==> config.mk <==
export PLATFORM = sky130hd
export DESIGN_NAME = trigger_acq_and_wake_source_config
export DESIGN_NICKNAME = d
export VERILOG_FILES = /design/src/trig_acq_pkg.sv /design/src/trigger_acq_and_wake_source_config.sv /design/src/trig_edge_sync.sv
export SDC_FILE = /design/constraint.sdc
export NUM_CORES = 1
export LEC_CHECK = 0
export BUFFER_PORTS_ARGS = -buffer_cell sky130_fd_sc_hd__buf_2
export CORE_UTILIZATION = 51
export CTS_BUF_LIST = sky130_fd_sc_hd__clkbuf_4
export DETAILED_ROUTE_END_ITERATION = 10
export PLACE_DENSITY = 0.77
export SYNTH_ARGS = -nofsm -noshare
export SYNTH_HDL_FRONTEND = slang
export SYNTH_SLANG_ARGS = --single-unit
==> constraint.sdc <==
create_clock -name clock -period 5.19 [get_ports clock]
set_input_delay 0.2595 -clock clock [delete_from_list [all_inputs] [get_ports clock]]
set_output_delay 0.2595 -clock clock [all_outputs]
set_load 0.05 [all_outputs]
==> src/trig_acq_pkg.sv <==
package trig_acq_pkg;
	// register byte addresses
	localparam logic [7:0] CTRL_ADDR = 8'h00;
	localparam logic [7:0] STATUS_ADDR = 8'h04;
	localparam logic [7:0] RESULT_ADDR = 8'h08;
	localparam logic [7:0] CFG4_ADDR = 8'h18;
	localparam logic [7:0] CFG4_RESET = 8'h01;
	localparam logic [15:0] CTRL_RESET = 16'h0000;
	// sensor_config_four bit positions
	localparam int TRIG_ACQ_MODE_BIT = 7;
	localparam int WAKE_WITHIN_BIT = 6;
	localparam int WAKE_OUTSIDE_BIT = 5;
	localparam int WAKE_SRC_ORIENTATION_BIT = 4;
	localparam int READY_PULSE_BIT = 3;
	localparam int IRQ2_FUNC_BIT = 2;
	localparam int IRQ_DRIVE_BIT = 1;
	localparam int IRQ_POL_BIT = 0;
	// control register fields
	localparam int PM_LO = 0;
	localparam int BUF_MODE_LO = 4;
	localparam int ODR_LO = 8;
	localparam int FLEX_DEC_LO = 12;
	// status register bits
	localparam int ST_READY_BIT = 0;
	localparam int ST_SLEEP_BIT = 1;
	localparam int ST_BUSY_BIT = 2;
	// power modes and buffer mode
	localparam logic [1:0] PM_LOW = 2'h0;
	localparam logic [1:0] PM_HIGH = 2'h1;
	localparam logic [1:0] PM_FLEX = 2'h2;
	localparam logic [1:0] BUF_MODE_DIRECT = 2'h0;
	localparam logic [3:0] DEC_LOG_MAX = 4'hc;
	// timing
	localparam int CLOCK_MHZ = 250;
	localparam int CONV_TIME_NS = 312500;
	localparam int CONV_CYCLES_DEF = (CONV_TIME_NS * CLOCK_MHZ + 999) / 1000;
	localparam int CONV_CNT_W = 17;
	localparam int DEC_CNT_W = 13;
	localparam int ACC_W = 24;
	localparam int SAMPLE_W = 12;
	typedef enum logic [1:0] {
		ST_IDLE = 2'b01,
		ST_CONV = 2'b10
	} acq_state_type;
endpackage : trig_acq_pkg

==> src/trigger_acq_and_wake_source_config.sv <==
`timescale 1ns/1ns
`default_nettype none
// Notes on behaviour
// An 8-bit read/write register at 0x18 holds trigger mode, three wake enables, pulse select, pin function, drive and polarity.
// With trigger mode 0 each rising trigger edge makes one conversion and the result is stored once the decimation count is reached.
// With trigger mode 1 each rising trigger edge runs a full burst of decimation-count conversions and then stores the result.
// Trigger mode applies only while the second interrupt pin is set to act as trigger input.
// Data ready rises only after all conversions are done and the decimated result is available.
// Data ready is raised in trigger mode only while buffer mode is 00b.
// In low-power mode trigger mode is ignored because decimation is fixed at 1.
// With the within-threshold wake enable set, a change detector within-threshold event blocks sleep entry and forces exit.
// Decimation follows the data rate in high-performance mode and a four-bit field in flexible mode; low-power mode fixes it at 1.
// The trigger input is synchronised and its rising edges become single-cycle events.
module trigger_acq_and_wake_source_config
	import trig_acq_pkg::*;
#(
	parameter int CONV_CYCLES = CONV_CYCLES_DEF
)
(
	input wire logic clock,
	input wire logic rst,
	input wire logic wb_cyc,
	input wire logic wb_stb,
	input wire logic wb_we,
	input wire logic [7:0] wb_adr,
	input wire logic [3:0] wb_sel,
	input wire logic [31:0] wb_dat_w,
	output logic [31:0] wb_dat_r,
	output logic wb_ack,
	input wire logic trig_pin,
	input wire logic [11:0] adc_sample,
	input wire logic within_thresh_event,
	input wire logic sleep_request,
	input wire logic wake_request,
	output logic [7:0] config_out,
	output logic [11:0] axis_result,
	output logic data_ready_flag,
	output logic buf_wr,
	output logic [11:0] buf_data,
	output logic sleep_state,
	output logic conv_busy
);
	logic [7:0] cfg_q;
	logic [15:0] ctrl_q;
	logic ack_q;
	logic [31:0] dat_r_q;
	acq_state_type state_q;
	logic [CONV_CNT_W-1:0] conv_cnt_q;
	logic [DEC_CNT_W-1:0] taken_q;
	logic [ACC_W-1:0] acc_q;
	logic [11:0] result_q;
	logic drdy_q;
	logic buf_wr_q;
	logic [11:0] buf_data_q;
	logic sleep_q;
	logic trig_rise;
	logic [1:0] pm;
	logic [1:0] buf_mode;
	logic [3:0] dec_log;
	logic [DEC_CNT_W-1:0] dec_count;
	logic [DEC_CNT_W-1:0] taken_next;
	logic [ACC_W-1:0] acc_next;
	logic req;
	logic wr_s;
	logic rd_result_s;
	logic trig_en;
	logic burst;
	logic conv_done;
	logic store_s;

	////////////////////////////////////////////////////////////////////////
	trig_edge_sync u_sync
	(
		.clock(clock),
		.rst(rst),
		.trig_pin(trig_pin),
		.trig_rise(trig_rise)
	);

	function automatic logic [3:0] dec_log_of(input logic [1:0] mode,
		input logic [3:0] odr, input logic [3:0] fdec);
		logic [3:0] sel;
		sel = 4'h0;
		case (mode)
			PM_HIGH: sel = odr;
			PM_FLEX: sel = fdec;
			default: sel = 4'h0;
		endcase
		// codes past 12 all mean the longest decimation
		if (sel > DEC_LOG_MAX)
			sel = DEC_LOG_MAX;
		return sel;
	endfunction : dec_log_of

	assign pm = ctrl_q[PM_LO +: 2];
	assign buf_mode = ctrl_q[BUF_MODE_LO +: 2];
	assign dec_log = dec_log_of(pm, ctrl_q[ODR_LO +: 4],
		ctrl_q[FLEX_DEC_LO +: 4]);
	assign dec_count = DEC_CNT_W'(1) << dec_log;
	assign trig_en = cfg_q[IRQ2_FUNC_BIT];
	assign burst = cfg_q[TRIG_ACQ_MODE_BIT] & (pm != PM_LOW);

	////////////////////////////////////////////////////////////////////////
	// wishbone slave: one wait state, unmapped reads return zero
	assign req = wb_cyc & wb_stb & ~ack_q;
	assign wr_s = req & wb_we;
	assign rd_result_s = req & ~wb_we & (wb_adr == RESULT_ADDR);

	always_ff @(posedge clock or posedge rst)
	begin
		if (rst)
			ack_q <= 1'b0;
		else
			ack_q <= req;
	end

	always_ff @(posedge clock or posedge rst)
	begin
		if (rst)
			dat_r_q <= 32'h0000_0000;
		else if (req)
		begin
			case (wb_adr)
				CTRL_ADDR: dat_r_q <= {16'h0000, ctrl_q};
				STATUS_ADDR: dat_r_q <= {29'h0000_0000, state_q == ST_CONV,
					sleep_q, drdy_q};
				RESULT_ADDR: dat_r_q <= {20'h0_0000, result_q};
				CFG4_ADDR: dat_r_q <= {24'h00_0000, cfg_q};
				default: dat_r_q <= 32'h0000_0000;
			endcase
		end
	end

	always_ff @(posedge clock or posedge rst)
	begin
		if (rst)
			cfg_q <= CFG4_RESET;
		else if (wr_s && wb_adr == CFG4_ADDR && wb_sel[0])
			cfg_q <= wb_dat_w[7:0];
	end

	always_ff @(posedge clock or posedge rst)
	begin
		if (rst)
			ctrl_q <= CTRL_RESET;
		else if (wr_s && wb_adr == CTRL_ADDR)
		begin
			if (wb_sel[0])
				ctrl_q[7:0] <= wb_dat_w[7:0];
			if (wb_sel[1])
				ctrl_q[15:8] <= wb_dat_w[15:8];
		end
	end

	////////////////////////////////////////////////////////////////////////
	// acquisition: edges during a conversion are dropped, not queued
	assign conv_done = (state_q == ST_CONV)
		&& (conv_cnt_q == CONV_CNT_W'(CONV_CYCLES - 1));
	assign taken_next = taken_q + DEC_CNT_W'(1);
	assign acc_next = acc_q + ACC_W'(adc_sample);
	assign store_s = conv_done && (taken_next >= dec_count);

	always_ff @(posedge clock or posedge rst)
	begin
		if (rst)
		begin
			state_q <= ST_IDLE;
			conv_cnt_q <= '0;
		end
		else
		begin
			case (state_q)
				ST_IDLE:
				begin
					conv_cnt_q <= '0;
					if (trig_rise && trig_en)
						state_q <= ST_CONV;
				end
				ST_CONV:
				begin
					if (conv_done)
					begin
						conv_cnt_q <= '0;
						if (store_s || !burst)
							state_q <= ST_IDLE;
						else
							state_q <= ST_CONV;
					end
					else
						conv_cnt_q <= conv_cnt_q + CONV_CNT_W'(1);
				end
				default:
				begin
					state_q <= ST_IDLE;
					conv_cnt_q <= '0;
				end
			endcase
		end
	end

	always_ff @(posedge clock or posedge rst)
	begin
		if (rst)
		begin
			acc_q <= '0;
			taken_q <= '0;
		end
		else if (store_s)
		begin
			acc_q <= '0;
			taken_q <= '0;
		end
		else if (conv_done)
		begin
			acc_q <= acc_next;
			taken_q <= taken_next;
		end
	end

	// result goes to the axis register or to the buffer port
	always_ff @(posedge clock or posedge rst)
	begin
		if (rst)
		begin
			result_q <= 12'h000;
			buf_wr_q <= 1'b0;
			buf_data_q <= 12'h000;
		end
		else
		begin
			buf_wr_q <= store_s && (buf_mode != BUF_MODE_DIRECT);
			if (store_s && buf_mode == BUF_MODE_DIRECT)
				result_q <= SAMPLE_W'(acc_next >> dec_log);
			if (store_s && buf_mode != BUF_MODE_DIRECT)
				buf_data_q <= SAMPLE_W'(acc_next >> dec_log);
		end
	end

	// set wins over the clear by a result read
	always_ff @(posedge clock or posedge rst)
	begin
		if (rst)
			drdy_q <= 1'b0;
		else
			drdy_q <= (store_s && buf_mode == BUF_MODE_DIRECT)
				|| (drdy_q && !rd_result_s);
	end

	////////////////////////////////////////////////////////////////////////
	// the within-threshold event outranks a sleep request
	always_ff @(posedge clock or posedge rst)
	begin
		if (rst)
			sleep_q <= 1'b0;
		else if (cfg_q[WAKE_WITHIN_BIT] && within_thresh_event)
			sleep_q <= 1'b0;
		else if (sleep_request)
			sleep_q <= 1'b1;
		else if (wake_request)
			sleep_q <= 1'b0;
	end

	assign wb_ack = ack_q;
	assign wb_dat_r = dat_r_q;
	assign config_out = cfg_q;
	assign axis_result = result_q;
	assign data_ready_flag = drdy_q;
	assign buf_wr = buf_wr_q;
	assign buf_data = buf_data_q;
	assign sleep_state = sleep_q;
	assign conv_busy = state_q == ST_CONV;
endmodule : trigger_acq_and_wake_source_config
`default_nettype wire

==> src/trig_edge_sync.sv <==
`timescale 1ns/1ns
`default_nettype none
module trig_edge_sync
(
	input wire logic clock,
	input wire logic rst,
	input wire logic trig_pin,
	output logic trig_rise
);
	logic sync1_q;
	logic sync2_q;
	logic prev_q;
	logic rise_q;

	// two stages before anything looks at the pin
	always_ff @(posedge clock or posedge rst)
	begin
		if (rst)
		begin
			sync1_q <= 1'b0;
			sync2_q <= 1'b0;
		end
		else
		begin
			sync1_q <= trig_pin;
			sync2_q <= sync1_q;
		end
	end

	// single-cycle rising edge event
	always_ff @(posedge clock or posedge rst)
	begin
		if (rst)
		begin
			prev_q <= 1'b0;
			rise_q <= 1'b0;
		end
		else
		begin
			prev_q <= sync2_q;
			rise_q <= sync2_q & ~prev_q;
		end
	end

	assign trig_rise = rise_q;
endmodule : trig_edge_sync
`default_nettype wire

* After elaboration in Yosys (flattened, before gate mapping)
Cells that the tools add are included.
Storage, ports and cells: register bits 144, bits of input ports 65, output and inout port bits 69, word-level logic and storage cells 84
Operators by class: add/sub/neg operators 3, magnitude comparators 2, equal/unequal tests 10, shift operators 2, multiplexer cells 16, bitwise logic cells 10, reduce and logical (&&, ||, !) cells 23
Operators with widths (count):
- $pmux 16 s4 | 1
- $mux 24 | 2
- $mux 17 | 2
- $mux 13 | 2
- $add 24x12->24 | 1
- $shr 24x4->12 | 1
- $add 17x1->17 const B | 1
- $eq 17x17->1 const B | 1
- $add 13x1->13 const B | 1
- $ge 13x13->1 | 1
- $shl 1x4->13 const A | 1
- $logic_and 1x1->1 | 10
- $eq 8x3->1 const B | 1
- $eq 8x4->1 const B | 1
- $eq 8x5->1 const B | 1
- $logic_not 8->1 | 1
- $pmux 4 s2 | 1
- $and 1x1->1 | 7
- $mux 2 | 3
- $reduce_and 2->1 | 3
- $reduce_bool 2->1 | 3
- $eq 2x1->1 const B | 2
- $eq 2x2->1 const B | 2
- $gt 4x4->1 const B | 1
- 10 further kinds | 16

* Depth between registers and ports, before layout
word-level depth 11, mapped depth 19, mapped depth without buffers 17

* Hierarchy
From an unflattened synthesis, not the netlist that was laid out.
Second synthesis, totals: cell total of the unflattened synthesis 949, area, all modules 8403.1 µm²
By module, submodules not included:
- trigger_acq_and_wake_source_config | instances 1, cells each 943, area an instance 8285.4 µm², seq. area each 3105.5 µm²
- trig_edge_sync | instances 1, cells each 6, area an instance 117.6 µm², seq. area each 100.1 µm²

* Worst setup path before layout
OpenSTA, ideal clock, no wires.
path type register -> register, from reg ctrl_q[0], to reg result_q[1] (netlist: axis_result[1]), setup time 125 ps, data arrival time 3874 ps, data required time 5065 ps, slack 1191 ps, stages on the path, launching flop included 19, buffers on the path 2, period minus slack after synthesis 3999 ps, cells stage by stage dfrtp_1 inv_1 ha_1 a22o_1 nand3_1 or2_2 clkbuf_1 nor2_1 nand2_1 ha_1 a21o_1 a21oi_1 a2bb2oi_1 a31oi_1 o21ai_0 and2_0 nor4_2 buf_2 mux2_2
On the way: longest elaborated chain between the ends 8, elaborated cells on any way between the ends 10, those cells by class 2 x order compare; 2 x eq/ne; 2 x shift; 2 x mux; 2 x reduce/logical
RTL lines:
- start: declaration | line trigger_acq_and_wake_source_config.sv:44 | logic [15:0] ctrl_q;
- start signal: assignment | line trigger_acq_and_wake_source_config.sv:149 | ctrl_q[7:0] <= wb_dat_w[7:0];
- $eq 2x2->1 / $eq 2x1->1 (equally long branches) | line trigger_acq_and_wake_source_config.sv:84 | case (mode)
- $pmux 4 s2 * | line trigger_acq_and_wake_source_config.sv:84
- $gt 4x4->1 | line trigger_acq_and_wake_source_config.sv:90 | if (sel > DEC_LOG_MAX)
- $mux 4 * | line trigger_acq_and_wake_source_config.sv:90
- $shl 1x4->13 | line trigger_acq_and_wake_source_config.sv:99 | assign dec_count = DEC_CNT_W'(1) << dec_log;
- $ge 13x13->1 | line trigger_acq_and_wake_source_config.sv:161 | assign store_s = conv_done && (taken_next >= dec_count);
- $logic_and 1x1->1 | line trigger_acq_and_wake_source_config.sv:161
- $logic_and 1x1->1 | line trigger_acq_and_wake_source_config.sv:232 | if (store_s && buf_mode == BUF_MODE_DIRECT)
- end signal: assignment | line trigger_acq_and_wake_source_config.sv:233 | result_q <= SAMPLE_W'(acc_next >> dec_log);
- end: declaration | line trigger_acq_and_wake_source_config.sv:51 | logic [11:0] result_q;
Every way passes the cells marked *; elsewhere a longest branch is shown, timed or not. A chain may end at the register's enable or synchronous reset.

* Worst setup path in the final report
from reg ctrl_q[0], to reg acc_q[16]
On the way: longest elaborated chain between the ends 8, elaborated cells on any way between the ends 10, those cells by class 2 x order compare; 2 x eq/ne; 1 x shift; 3 x mux; 2 x reduce/logical
RTL lines:
- $eq 2x2->1 / $eq 2x1->1 (equally long branches) | line trigger_acq_and_wake_source_config.sv:84
- $pmux 4 s2 * | line trigger_acq_and_wake_source_config.sv:84
- $gt 4x4->1 | line trigger_acq_and_wake_source_config.sv:90
- $mux 4 * | line trigger_acq_and_wake_source_config.sv:90
- $shl 1x4->13 * | line trigger_acq_and_wake_source_config.sv:99
- $ge 13x13->1 * | line trigger_acq_and_wake_source_config.sv:161
- $logic_and 1x1->1 * | line trigger_acq_and_wake_source_config.sv:161
- $mux 24 / $reduce_bool 2->1 (equally long branches)
- end signal: assignment | line trigger_acq_and_wake_source_config.sv:215 | acc_q <= acc_next;
- end: declaration | line trigger_acq_and_wake_source_config.sv:50 | logic [ACC_W-1:0] acc_q;
Marked as above.

==> reports/metrics.yaml <==
cts-root-buf: "clkbuf_4"
crit_path_top_delay_cell: "or2_2"
synth_warnings: 0
cts_buffers: 17
p_per_area_nw_per_um2: 219
synth_top_family_by_area: "simple AND/OR/NAND/NOR gates"
status: "completed"
synthTopCellsByCount: "129 x nand2_1, 126 x dfrtp_1, 101 x nor2_1, 89 x o21ai_0, 39 x a21oi_1"
muxShareOfSynthArea_pct: 6.75
fin_setup_tns_ns: 0
seqCellArea_sq_um: 3210
tightest_slew_ns: 0.976
grt_max_degree: 74
viasPerCell: 5.83
cp_data_arrival_time_ns: 5.13
hold_class: "input pin to register"
clk_pin_slew_ns: 0.12
wl_met3_microns: 1360
synth_most_common_cell: "nand2_1"
dp_slack_ns: 0.605
pwr-share-seq_pct: 50.4
critical_path.cell_chain: "inv_1 -> ha_1 -> a22o_1 -> nand3_1 -> or2_2 -> nor2_1 -> nand2_1 -> ha_1 -> a21oi_1 -> nor2b_1 -> o31ai_1 -> a31oi_1 -> o21ai_0 -> and2_0 -> buf_4 -> nand3_1 -> buf_4 -> o31ai_1"
synth_seq_cells: 128
grt_pass1_vias: 6982
synth-seq-area-share_pct: 39.0
synth_top_area_share_pct: 38.4
die_w_microns: 129
hold_viol: 0
holdWs_ns: 0.143
port_buffers: 99
synthAdderAreaFrac_pct: 5.27
drc: 0
cp_max_fo: 22
setup_violations: 0
synth_area_leaders: "dfrtp_1 38%, nand2_1 5.9%, o21ai_0 5.4%"
drt-wirelength-per-cell_microns: 16.9
synth_compound_area_share_pct: 19.3
top_layer: "met4"
grtUsageTotal_pct: 27.2
core_area_sq_um: 15800
synth-edff-count: 0
grt_first_pass_wirelength_microns: 35000
drt_iter0_drc: 610
synthCells: 943
drt_first_pass_iters: 5
slew_headroom_pct: 34.8
grt_setup_unrepaired: "false"
clock_skew_ns: 0.0238
fin_crit_sh_pct: 89.9
drive_above_1_share_pct: 19.1
clockPowerShare_pct: 33.8
async_flop_share_pct: 100
dp.final_hpwl_microns: 15700
maxCapViolCount: 0
total_power_uw: 2040
io_pins: 134
criticalPathCategory: "register to register"
cts_tree: "yes"
syn-mean-instance-area_sq_um: 8.71
multiInputGateArea_sq_um: 4670
initial_core_util_pct: 52.1
num_vias: 7488
met2_length_microns: 9940
synth_ff_type: "dfrtp_1"
fillers: 1435
fin_nets: 1154
syn_to_final_growth_pct: 13.8
synthDistinctLibCells: 81
die_h_microns: 129
rows: 46
antenna_found_initial: 1
synth_top_area_cell: "dfrtp_1"
worst_path_largest_cell_delay_ns: 0.52
p_sw_uw: 633
cp-end-kind: "register"
synthSimpleGateAreaFrac_pct: 20.4
leakagePower_uw: 0.00429
power.internal_uw: 1410
drv_slew: 0
fin_crit_ns: 4.66
setup_ws_ns: 0.526
max_freq_mhz: 214
cts_sinks: 128
swShare_pct: 30.9
ant_nets: 0
netlist_area_sq_um: 8210
synth_xor_area_share_pct: 4.48
gr-total-overflow: 0
wl_microns: 21800
post-route-util_pct: 59.2
dieArea_sq_um: 16600
h-tree-depth: 4
critPathLaunchType: "register"
worstPathRequired_ns: 5.66
clk_latency_ns: 0.56
power_frac_comb_pct: 15.7
ir_drop_mv: 0.151
routabilityCongestion: 0.973
wl_met1_microns: 9740
clockBufferDepth: 2
==> cells by family after synthesis <==
logic type,Yosys count
AOI/OAI and AO/OA,244
other,1
and+or+nand+nor,362
xor gates and xnor gates,42
muxes,50
DFF,128
buffers and inverters,82
adders and majority gates,34
==> worst paths after layout <==
kind	startpoint	endpoint	slack [ns]	cells past startpoint
hold / removal	wb_adr[5]	wb_dat_r[0]	0.14	4
min in group asynchronous	rst	conv_cnt_q[2]	0.43	3
hold reg to reg	u_sync.sync1_q	u_sync.sync2_q	0.36	0
setup / recovery	ctrl_q[0]	acc_q[16]	0.53	18
setup reg to reg	ctrl_q[0]	acc_q[16]	0.53	18
max in group asynchronous	rst	ctrl_q[15]	3.49	4
==> placed cells by master, fill, tap and decap left out, types with 14 or more instances in the layout <==
cell type and count:
mux2_2 33, clkbuf_4 18, nand2b_1 16, ha_1 33
nand3_1 35, inv_1 24, nand2_1 129, dfrtp_1 126
conb_1 16, buf_2 99, buf_4 14, xor2_1 23
dlygate4sd3_1 21, nor2_1 101, o21ai_0 89, o31ai_1 18
mux2i_1 16, a21oi_1 39, xnor2_1 19
==> worst max-delay path: cells and delay by family, from the launching register on <==
| family | cells | cell delay [ns] |
|---|---|---|
| adder cells (fa/ha/maj) | 2 | 0.61 |
| buffers and inverters | 3 | 0.60 |
| AO/OA/AOI/OAI | 6 | 1.21 |
| AND/OR/NAND/NOR | 7 | 1.75 |
| flip-flops | 1 | 0.42 |
==> repair_timing <==
item / in CTS / in global routing
setup buffers: 0 / 0
hold endpoints to repair: 98 / 0
setup endpoints to repair: 0 / 0
hold buffers: 21 / 0
gates resized for setup: 0 / 0
==> sequential cells by signal (all words and copies together), names as in the netlist, 2 cells and up <==
signal and count:
acc_q 24, conv_cnt_q 17, ctrl_q 16, wb_dat_r 16, taken_q 13, axis_result 12
buf_data 12, config_out 8, state_q 2
==> stage by stage <==
step / std cells / instance area (sq um)
floorplan: 958 / 8270
global placement: 1231 / 8850
detailed placement: 1231 / 8850
CTS: 1284 / 9340
global route: 1285 / 9340
finish: 1285 / 9340
==> cell type report <==
type,instances,area share (%)
Timing Repair Buffer,134,8.68
Inverter,26,1.07
Sequential cell,128,34.3
Multi-Input combinational cell,748,50.0
Clock inverter,14,1.51
Antenna cell,1,0.0268
Clock buffer,18,1.45
Tap cell,216,2.89
==> power groups by stage <==
stage,clock network [uW],registers (uW),logic [uW]
2_1_floorplan,0,1060,230
3_3_place_gp,0,1050,300
3_5_place_dp,0,1050,302
4_1_cts,703,1030,320
5_1_grt,740,1030,349
6_report,692,1030,321
==> metal layers <==
metal	global-route usage, %	vias up
li1	-	3581
met1	36.6	3536
met2	42.4	300
met3	4.95	71
met4	12.7	0
met5	0	-
(Power assumes the default switching activity.)
